### src/ctp_pkg.sv
// package for the cascadable timer/counter pair: constants, modes and state types
//
// Function
// - upper mode msb set: upper counter clocked by lower overflow, not own clock select
// - 16-bit: clock from lower clock select; run from upper unit, each flip-flop preset from its own unit's control
// - normal/idle: permitted sources per mode, timers use four prescaler taps or the pin
// - slow/sleep: permitted sources per mode, timers use slowest tap or the pin
// - timer mode: count selected clock, on compare match raise interrupt and clear
// - compare period not double-buffered: writes act at once
// - each unit 8-bit modes; cascaded pair gives 16-bit modes
// - 3-bit mode field decoding: 000 timer, 001 divider, 010 pwm, 1xx 16-bit
package ctp_pkg;
   localparam logic [2:0] CTP_MODE_TIMER = 3'h0;
   localparam logic [2:0] CTP_MODE_DIV = 3'h1;
   localparam logic [2:0] CTP_MODE_PWM8 = 3'h2;
   localparam logic [2:0] CTP_MODE_LOWER16 = 3'h3;
   localparam logic [2:0] CTP_MODE_T16 = 3'h4;
   localparam logic [2:0] CTP_MODE_WARM = 3'h5;
   localparam logic [2:0] CTP_MODE_PWM16 = 3'h6;
   localparam int CTP_MODE_MSB = 2;
   // clock select codes
   localparam logic [2:0] CTP_CK_TAP11 = 3'h0;
   localparam logic [2:0] CTP_CK_TAP7 = 3'h1;
   localparam logic [2:0] CTP_CK_TAP5 = 3'h2;
   localparam logic [2:0] CTP_CK_TAP3 = 3'h3;
   localparam logic [2:0] CTP_CK_LOWF = 3'h4;
   localparam logic [2:0] CTP_CK_HALF = 3'h5;
   localparam logic [2:0] CTP_CK_HIGH = 3'h6;
   localparam logic [2:0] CTP_CK_PIN = 3'h7;
   localparam logic [7:0] CTP_CNT_ZERO = 8'h00;
   localparam logic [7:0] CTP_CNT_ONE = 8'h01;
   localparam logic [7:0] CTP_CNT_MAX = 8'hFF;

   typedef struct packed {
      logic [2:0] mode;
      logic [2:0] clk_sel;
      logic run;
      logic ff_ctl;
   } ctp_ctrl_t;

   // per-unit state
   typedef struct packed {
      logic [7:0] count;
      logic run_d;
      logic ff;
      logic match;
      logic ovf;
   } ctp_unit_t;

   typedef enum logic [2:0] {
      CTP_ST_IDLE = 3'b001,
      CTP_ST_ARM = 3'b010,
      CTP_ST_RUN = 3'b100
   } ctp_state_t;
endpackage : ctp_pkg

### src/ctp_unit.sv
// one 8-bit up-counter unit with compare, divider and pwm flip-flop
`timescale 1ns/10ps
`default_nettype none
module ctp_unit
   import ctp_pkg::*;
(
   input wire logic i_clk_sys,
   input wire logic i_reset,
   input wire logic i_run,
   input wire logic i_tick,
   input wire logic [2:0] i_mode,
   input wire logic i_ff_ctl,
   input wire logic [7:0] i_period,
   input wire logic [7:0] i_width,
   input wire logic i_cascade_low,
   output logic [7:0] o_count,
   output logic o_match,
   output logic o_ovf,
   output logic o_ff
);
   ctp_unit_t s_r;
   ctp_unit_t s_nxt;

   // counting, compare and flip-flop update
   always_comb begin
      s_nxt = s_r;
      s_nxt.match = 1'b0;
      s_nxt.ovf = 1'b0;
      s_nxt.run_d = i_run;
      if (!i_run) begin
         s_nxt.count = CTP_CNT_ZERO;
         if (s_r.run_d == 1'b0) begin
            s_nxt.ff = i_ff_ctl; // preset only while idle; pins hold level for the first stopped cycle, then take the preset
         end
      end else if (i_tick) begin
         if (i_cascade_low) begin
            // low half of a 16-bit chain just wraps and feeds the upper unit
            s_nxt.count = s_r.count + CTP_CNT_ONE;
            s_nxt.ovf = (s_r.count == CTP_CNT_MAX);
         end else if (i_mode == CTP_MODE_PWM8) begin
            s_nxt.count = s_r.count + CTP_CNT_ONE;
            if (s_r.count == CTP_CNT_MAX) begin
               s_nxt.ff = ~s_r.ff;
               s_nxt.match = 1'b1;
               s_nxt.ovf = 1'b1;
            end else if (s_r.count + CTP_CNT_ONE == i_width) begin
               s_nxt.ff = ~s_r.ff;
            end
         // a zero period never matches: the counter just wraps, which keeps a stray zero write harmless
         end else if (i_period != CTP_CNT_ZERO && s_r.count + CTP_CNT_ONE == i_period) begin
            s_nxt.count = CTP_CNT_ZERO;
            s_nxt.match = 1'b1;
            if (i_mode == CTP_MODE_DIV) begin
               s_nxt.ff = ~s_r.ff;
            end
         end else begin
            s_nxt.count = s_r.count + CTP_CNT_ONE;
         end
      end
   end

   // single state register
   always_ff @(posedge i_clk_sys) begin
      if (i_reset) begin
         s_r <= '0;
      end else begin
         s_r <= s_nxt;
      end
   end

   assign o_count = s_r.count;
   assign o_match = s_r.match;
   assign o_ovf = s_r.ovf;
   assign o_ff = s_r.ff;
endmodule : ctp_unit
`default_nettype wire

### src/ctp_timer_pair.sv
// top of the cascadable timer/counter pair: clock selection, cascade and 16-bit modes
`timescale 1ns/10ps
`default_nettype none
module ctp_timer_pair
   import ctp_pkg::*;
(
   input wire logic i_clk_sys,
   input wire logic i_reset,
   input wire ctp_ctrl_t i_lower_ctrl,
   input wire ctp_ctrl_t i_upper_ctrl,
   input wire logic [7:0] i_lower_period,
   input wire logic [7:0] i_upper_period,
   input wire logic [7:0] i_lower_width,
   input wire logic [7:0] i_upper_width,
   input wire logic i_prescaler_tap_select,
   input wire logic i_slow_mode,
   input wire logic [7:0] i_tap_ticks,
   input wire logic i_lower_pin,
   input wire logic i_upper_pin,
   output logic [7:0] o_lower_count,
   output logic [7:0] o_upper_count,
   output logic o_lower_match_interrupt,
   output logic o_upper_match_interrupt,
   output logic o_lower_out_n,
   output logic o_upper_out_n,
   output logic o_clock_illegal
);
   // i_tap_ticks: one-cycle tick per clock select code, made in this clock domain
   typedef struct packed {
      logic [1:0] pin_meta;
      logic [1:0] pin_sync;
      logic [1:0] pin_last;
      ctp_state_t state;
      logic illegal;
      logic lo_int;
      logic up_int;
      logic lo_out_n;
      logic up_out_n;
      logic [7:0] lo_cnt;
      logic [7:0] up_cnt;
   } ctp_top_t;

   ctp_top_t t_r;
   ctp_top_t t_nxt;
   logic cascade;
   logic lo_run;
   logic up_run;
   logic lo_tick;
   logic up_tick;
   logic [7:0] lo_count;
   logic [7:0] up_count;
   logic lo_match;
   logic up_match;
   logic lo_ff;
   logic up_ff;
   logic [15:0] cnt16;
   logic [15:0] per16;
   logic hit16;

   // tick for one clock select code; pin ticks on a synchronised falling edge
   function automatic logic sel_tick(input logic [2:0] sel, input logic pin_fall,
                                     input logic [7:0] taps);
      if (sel == CTP_CK_PIN) begin
         sel_tick = pin_fall;
      end else begin
         sel_tick = taps[sel];
      end
   endfunction : sel_tick

   // whether a clock select is allowed for the mode in the current power mode
   function automatic logic clk_ok(input logic [2:0] mode, input logic [2:0] sel, input logic slow);
      logic tap4;
      logic ok;
      tap4 = (sel <= CTP_CK_TAP3);
      ok = 1'b0;
      if (mode == CTP_MODE_TIMER || mode == CTP_MODE_DIV || mode == CTP_MODE_T16) begin
         ok = slow ? (sel == CTP_CK_TAP11) : tap4;
         ok = ok | (sel == CTP_CK_PIN); // event counting
      end else if (mode == CTP_MODE_PWM8) begin
         ok = slow ? (sel == CTP_CK_TAP11 || sel == CTP_CK_LOWF) : (sel != CTP_CK_PIN);
      end else if (mode == CTP_MODE_PWM16) begin
         ok = slow ? (sel == CTP_CK_TAP11 || sel == CTP_CK_LOWF || sel == CTP_CK_PIN) : 1'b1;
      end else if (mode == CTP_MODE_WARM) begin
         ok = slow ? (sel == CTP_CK_HIGH) : (sel == CTP_CK_LOWF);
      end else begin
         ok = 1'b0;
      end
      clk_ok = ok;
   endfunction : clk_ok

   assign cascade = i_upper_ctrl.mode[CTP_MODE_MSB];
   // in 16-bit modes the upper run bit starts both halves
   assign lo_run = cascade ? i_upper_ctrl.run : i_lower_ctrl.run;
   assign up_run = i_upper_ctrl.run;
   assign lo_tick = sel_tick(i_lower_ctrl.clk_sel, t_r.pin_last[0] & ~t_r.pin_sync[0], i_tap_ticks);
   // upper steps on the same edge as the lower wrap, so the 16-bit value never shows a torn carry
   assign up_tick = cascade ? (lo_tick && lo_count == CTP_CNT_MAX) :
      sel_tick(i_upper_ctrl.clk_sel, t_r.pin_last[1] & ~t_r.pin_sync[1], i_tap_ticks);
   assign cnt16 = {up_count, lo_count};
   assign per16 = {i_upper_period, i_lower_period};
   // 16-bit match on the tick that would reach the period, as in 8-bit mode; zero period never matches
   assign hit16 = cascade && up_run && lo_tick && (cnt16 + {CTP_CNT_ZERO, CTP_CNT_ONE} == per16)
      && (per16 != {CTP_CNT_ZERO, CTP_CNT_ZERO});

   ctp_unit u_lower (
      .i_clk_sys(i_clk_sys),
      .i_reset(i_reset),
      .i_run(lo_run && !hit16),
      .i_tick(lo_tick),
      .i_mode(i_lower_ctrl.mode),
      .i_ff_ctl(i_lower_ctrl.ff_ctl),
      .i_period(i_lower_period),
      .i_width(i_lower_width),
      .i_cascade_low(cascade),
      .o_count(lo_count),
      .o_match(lo_match),
      .o_ovf(),
      .o_ff(lo_ff)
   );

   ctp_unit u_upper (
      .i_clk_sys(i_clk_sys),
      .i_reset(i_reset),
      .i_run(up_run && !hit16),
      .i_tick(up_tick),
      .i_mode(cascade ? CTP_MODE_TIMER : i_upper_ctrl.mode),
      .i_ff_ctl(i_upper_ctrl.ff_ctl),
      .i_period(cascade ? CTP_CNT_ZERO : i_upper_period),
      .i_width(i_upper_width),
      .i_cascade_low(cascade),
      .o_count(up_count),
      .o_match(up_match),
      .o_ovf(),
      .o_ff(up_ff)
   );

   // pin synchronisers, run sequencer and registered outputs
   always_comb begin
      t_nxt = t_r;
      t_nxt.pin_meta = {i_upper_pin, i_lower_pin};
      t_nxt.pin_sync = t_r.pin_meta;
      t_nxt.pin_last = t_r.pin_sync;
      case (t_r.state)
         CTP_ST_IDLE: begin
            if (up_run) begin
               t_nxt.state = CTP_ST_ARM;
            end
         end
         CTP_ST_ARM: begin
            t_nxt.state = up_run ? CTP_ST_RUN : CTP_ST_IDLE;
         end
         CTP_ST_RUN: begin
            if (!up_run) begin
               t_nxt.state = CTP_ST_IDLE;
            end
         end
         default: begin
            t_nxt.state = CTP_ST_IDLE;
         end
      endcase
      // the 16-bit compare collapses both halves to zero on the next edge
      t_nxt.lo_int = lo_match && !cascade;
      t_nxt.up_int = cascade ? (hit16 && up_run) : up_match;
      t_nxt.illegal = (lo_run && !clk_ok(cascade ? i_upper_ctrl.mode : i_lower_ctrl.mode,
                                          i_lower_ctrl.clk_sel, i_slow_mode))
                      || (up_run && !cascade && !clk_ok(i_upper_ctrl.mode, i_upper_ctrl.clk_sel, i_slow_mode));
      t_nxt.lo_out_n = ~lo_ff;
      t_nxt.up_out_n = ~up_ff;
      t_nxt.lo_cnt = lo_count;
      t_nxt.up_cnt = up_count;
   end

   always_ff @(posedge i_clk_sys) begin
      if (i_reset) begin
         t_r <= '{state: CTP_ST_IDLE, lo_out_n: 1'b1, up_out_n: 1'b1, default: '0};
      end else begin
         t_r <= t_nxt;
      end
   end

   assign o_lower_count = t_r.lo_cnt;
   assign o_upper_count = t_r.up_cnt;
   assign o_lower_match_interrupt = t_r.lo_int;
   assign o_upper_match_interrupt = t_r.up_int;
   assign o_lower_out_n = t_r.lo_out_n;
   assign o_upper_out_n = t_r.up_out_n;
   assign o_clock_illegal = t_r.illegal;
endmodule : ctp_timer_pair
`default_nettype wire

### config.mk
export PLATFORM = sky130hd
export DESIGN_NAME = ctp_timer_pair
export DESIGN_NICKNAME = d
export VERILOG_FILES = /design/src/ctp_pkg.sv /design/src/ctp_unit.sv /design/src/ctp_timer_pair.sv
export SDC_FILE = /design/constraint.sdc
export NUM_CORES = 1
export LEC_CHECK = 0
export ABC_CLOCK_PERIOD_IN_PS = 2700
export BUFFER_PORTS_ARGS = -buffer_cell sky130_fd_sc_hd__buf_2
export CAP_MARGIN = 30
export CORE_MARGIN = 2
export CORE_UTILIZATION = 50
export CTS_BUF_LIST = sky130_fd_sc_hd__clkbuf_4
export DETAILED_ROUTE_END_ITERATION = 16
export GPL_ROUTABILITY_DRIVEN = 0
export PLACE_DENSITY_LB_ADDON = 0.25
export SLEW_MARGIN = 5
export SYNTH_ARGS = -nofsm -noshare
export SYNTH_HDL_FRONTEND = slang
export SYNTH_SLANG_ARGS = --single-unit
### constraint.sdc
create_clock -name i_clk_sys -period 2.7 [get_ports i_clk_sys]
set_input_delay 0.54 -clock i_clk_sys [delete_from_list [all_inputs] [get_ports i_clk_sys]]
set_output_delay 0.54 -clock i_clk_sys [all_outputs]
set_load 0.005 [all_outputs]
==> impl_results.md <==
* Dpl cells at 591
* Worst Hold Depth at 2
* Met3 Wirelength at 493 microns
* Wire per inst at 15.3 microns
* Slowest-stage cell, CP: or3_4
* Total GRT Usage at 23.9%
* CTS clock-pin slew for the worst setup and hold paths at 0.14 ns
* Worst Hold End: t_nxt[27]
* Metal1 wirelength at 3980 microns
* Detailed-route wire length at 9150 microns
* Clock Skew at 0.0111 ns
* Post-synthesis net count at 490
* Core area at 6720 sq um
* Commonest non-fill, non-tap cells in the layout: buf_2, buf_4, dfxtp_1
* Startpoint class of the critical path: flip-flop
* Yosys warning count at 0
* Root buffer cell: clkbuf_4
* Crit-path max FO at 8
* Setup crit end kind: flip-flop
* Worst path bufs/invs at 1
* Cell taking the most area after synthesis: dfxtp_1
* I/O Buffers at 80
* Via Count at 3,423
* FF+latch count, synth at 49
* PD cells at 327 nW/um^2
* Sink Count at 49
* Ys flop type: dfxtp_1
* Max-slew violation count at 0
* Crit path arrival time at 2.87 ns
* Kind of critical path: reg2reg
* EDFF count, synth at 0
* Total power at 1.38 mW
* Worst reg2reg path depth at 10
* Post-synth ARST share at 0%
* Finished Core Util at 63.0%
* Fin. Hold Viols at 0
* Hpwl dp at 7110 microns
* Max Clk Rate at 387 MHz
* Hold Path Origin: i_upper_pin
* Final nets at 584
* Status: finished clean
* Via/cell ratio at 5.71
* Largest delay contributor family on the critical path: simple AND/OR/NAND/NOR gates
* Die Y-Extent at 87 microns
* Mapped cell area at 3440 sq um
* Cells after Synth at 425
* Row Count at 30
* Initial Util at 51.3%
* Max Root-Sink Buffers at 2
* Vias in the first global route at 3,162
* Top Layer Used: met4
* Initial antenna violation count at 0
* Area Overhead vs Synth at 22.9%
* IO Pins at 83
* Diode count at 0
* First-pass GRT wire length at 14,500 microns
* DRT Pass-1 Iters at 5
* Met2 WL at 4460 microns
* Layout cells sized above 1 at 31.5%
* H-tree Lvls at 2
* Critical path cell sequence: ha_4 -> buf_4 -> nand3_2 -> xor2_1 -> a22o_1 -> nor4b_4 -> nand4_1 -> or3_4 -> o211a_1 -> nor4_2
* Initial DRC Count at 296
* Largest net degree at the start of global routing at 33
* Reg-to-reg startpoint: u_lower.o_count[0]
* P_leak at 1.75 nW
* Routed Antenna Nets at 0
* Yosys top cell area share at 28.5%
* Chip Width at 87 microns
* Rel. slew slack at 58.3%
* Final worst-path cycle share at 95.7%
* CTS Buf Count at 5
* DRC Markers at 0
* Worst hold path class: in2reg
* CTS tree: built
* Most common cell after layout, fill and taps aside: buf_2
* Req. time, crit path at 2.98 ns
* Worst skew pair latency at 0.36 ns
* Top cells by area, synth: dfxtp_1, xnor2_1, nor2b_1
* VDD IR max at 0.183 mV
* Grt total ovfl at 0
* Tmin final at 2.58 ns
* Fill cells at 588
* Die area at 7570 sq um
* Internal reg-to-reg setup slack at 0.12 ns
* Finish-stage setup viols at 0
* Critical R2R Capture: u_upper.o_ff
* Synth unique cells at 60
* Critical path's largest stage delay at 0.47 ns
* Seq/Total Area, Yosys at 28.5%
* Max_cap viols at 0
* Worst Tran Pin Value at 0.625 ns
* Syn avg cell area at 8.10 sq um
* Finished Layout Cells at 600
## layer usage
layer	up-vias	GRT usage, %
li1	1671	-
met1	1594	30.9
met2	140	41.2
met3	18	2.84
met4	0	7.81
met5	-	0
## power breakdown
part,leakage [nW],internal (mW),switching [mW]
registers,0.400,0.736,0.00790
clock network,0.0310,0.0988,0.237
logic,1.32,0.145,0.159
total,1.75,0.980,0.403
## sequential cells by signal, indices dropped and copies added, names as in the netlist, 2 cells and up
name and flops:
o_lower_count 8, o_upper_count 8, t_nxt 4, t_r 2
u_lower.o_count 8, u_upper.o_count 8
## Yosys cell counts (all sizes together) (2+ instances only)
cell and instances:
a2111oi 2, a211oi 3, a21o 3, a21oi 22, a22o 2, a22oi 5, a31oi 6, a32o 2
and2 4, and3 5, buf 32, clkbuf 10, dfxtp 49, ha 3, inv 8, mux2i 8
mux4 2, nand2 21, nand2b 11, nand3 14, nand3b 8, nand4 9, nand4b 2, nor2 39
nor2b 27, nor3 12, nor3b 5, nor4 9, o211ai 5, o21a 3, o21ai 15, o21bai 2
or2 2, or3 3, or4 2, xnor2 35, xor2 18
## logic make-up (layout without fill, tap and decap cells)
family | after synthesis | after routing | share of synthesized area, %
AO/OA/AOI/OAI | 83 | 83 | 16.3
flip-flops | 49 | 49 | 28.5
buffers and inverters | 50 | 145 | 7.88
XOR/XNOR | 54 | 54 | 14.1
multiplexers | 10 | 10 | 3.63
adder cells (fa/ha/maj) | 3 | 3 | 1.09
AND/OR/NAND/NOR | 176 | 176 | 28.5
## how the worst max path moves through the flow
stage | from | end | slack (ns) | depth (start not counted)
2_1_floorplan | u_upper.o_count[0] | u_upper.o_count[4] | 0.12 | 10
3_3_place_gp | i_lower_period[3] | u_upper.o_ff | -0.01 | 9
3_5_place_dp | i_lower_period[3] | u_lower.o_ff | -0.09 | 9
4_1_cts | u_lower.o_count[0] | u_lower.o_ff | 0.05 | 9
5_1_grt | u_lower.o_count[0] | u_upper.o_ff | -0.009 | 9
6_report | u_lower.o_count[0] | u_upper.o_ff | 0.12 | 10
## repair_timing
item / CTS / global route
pin swaps: 0 / 6
hold buffers: 0 / 0
hold endpoints to repair: 0 / 0
endpoints found under the setup margin: 2 / 20
resized for setup: 1 / 21
buffers inserted: 0 / 1
## per-stage QoR
| stage | area [sq um] | TNS [ns] | setup slack (ns) | hold WS [ns] |
|---|---|---|---|---|
| detailed placement | 4090 | -0.374 | -0.0873 | 0.400 |
| finish | 4230 | 0 | 0.116 | 0.396 |
| global route | 4230 | -0.00872 | -0.00872 | 0.389 |
| floorplan | 3440 | 0 | 0.120 | 0.384 |
| global placement | 4090 | -0.0208 | -0.0120 | 0.397 |
| CTS | 4150 | 0 | 0.0467 | 0.390 |
## worst register-to-register path, delay by kind of cell (launching register included)
family	cells	cell delay, ns
flops	1	0.39
buf+inv	1	0.13
fa+ha+maj	1	0.15
simple gates	5	1.21
compound gates	2	0.49
xor+xnor	1	0.15
## layout make-up
cell class | instances | area (sq um) | area share, %
Sequential cell | 49 | 988 | 23.3
Inverter | 8 | 30.0 | 0.709
Multi-Input combinational cell | 326 | 2260 | 53.5
Timing Repair Buffer | 129 | 797 | 18.8
Clock buffer | 5 | 37.5 | 0.887
Clock inverter | 3 | 17.5 | 0.414
Tap cell | 80 | 100 | 2.36
(Power assumes the default switching activity.)
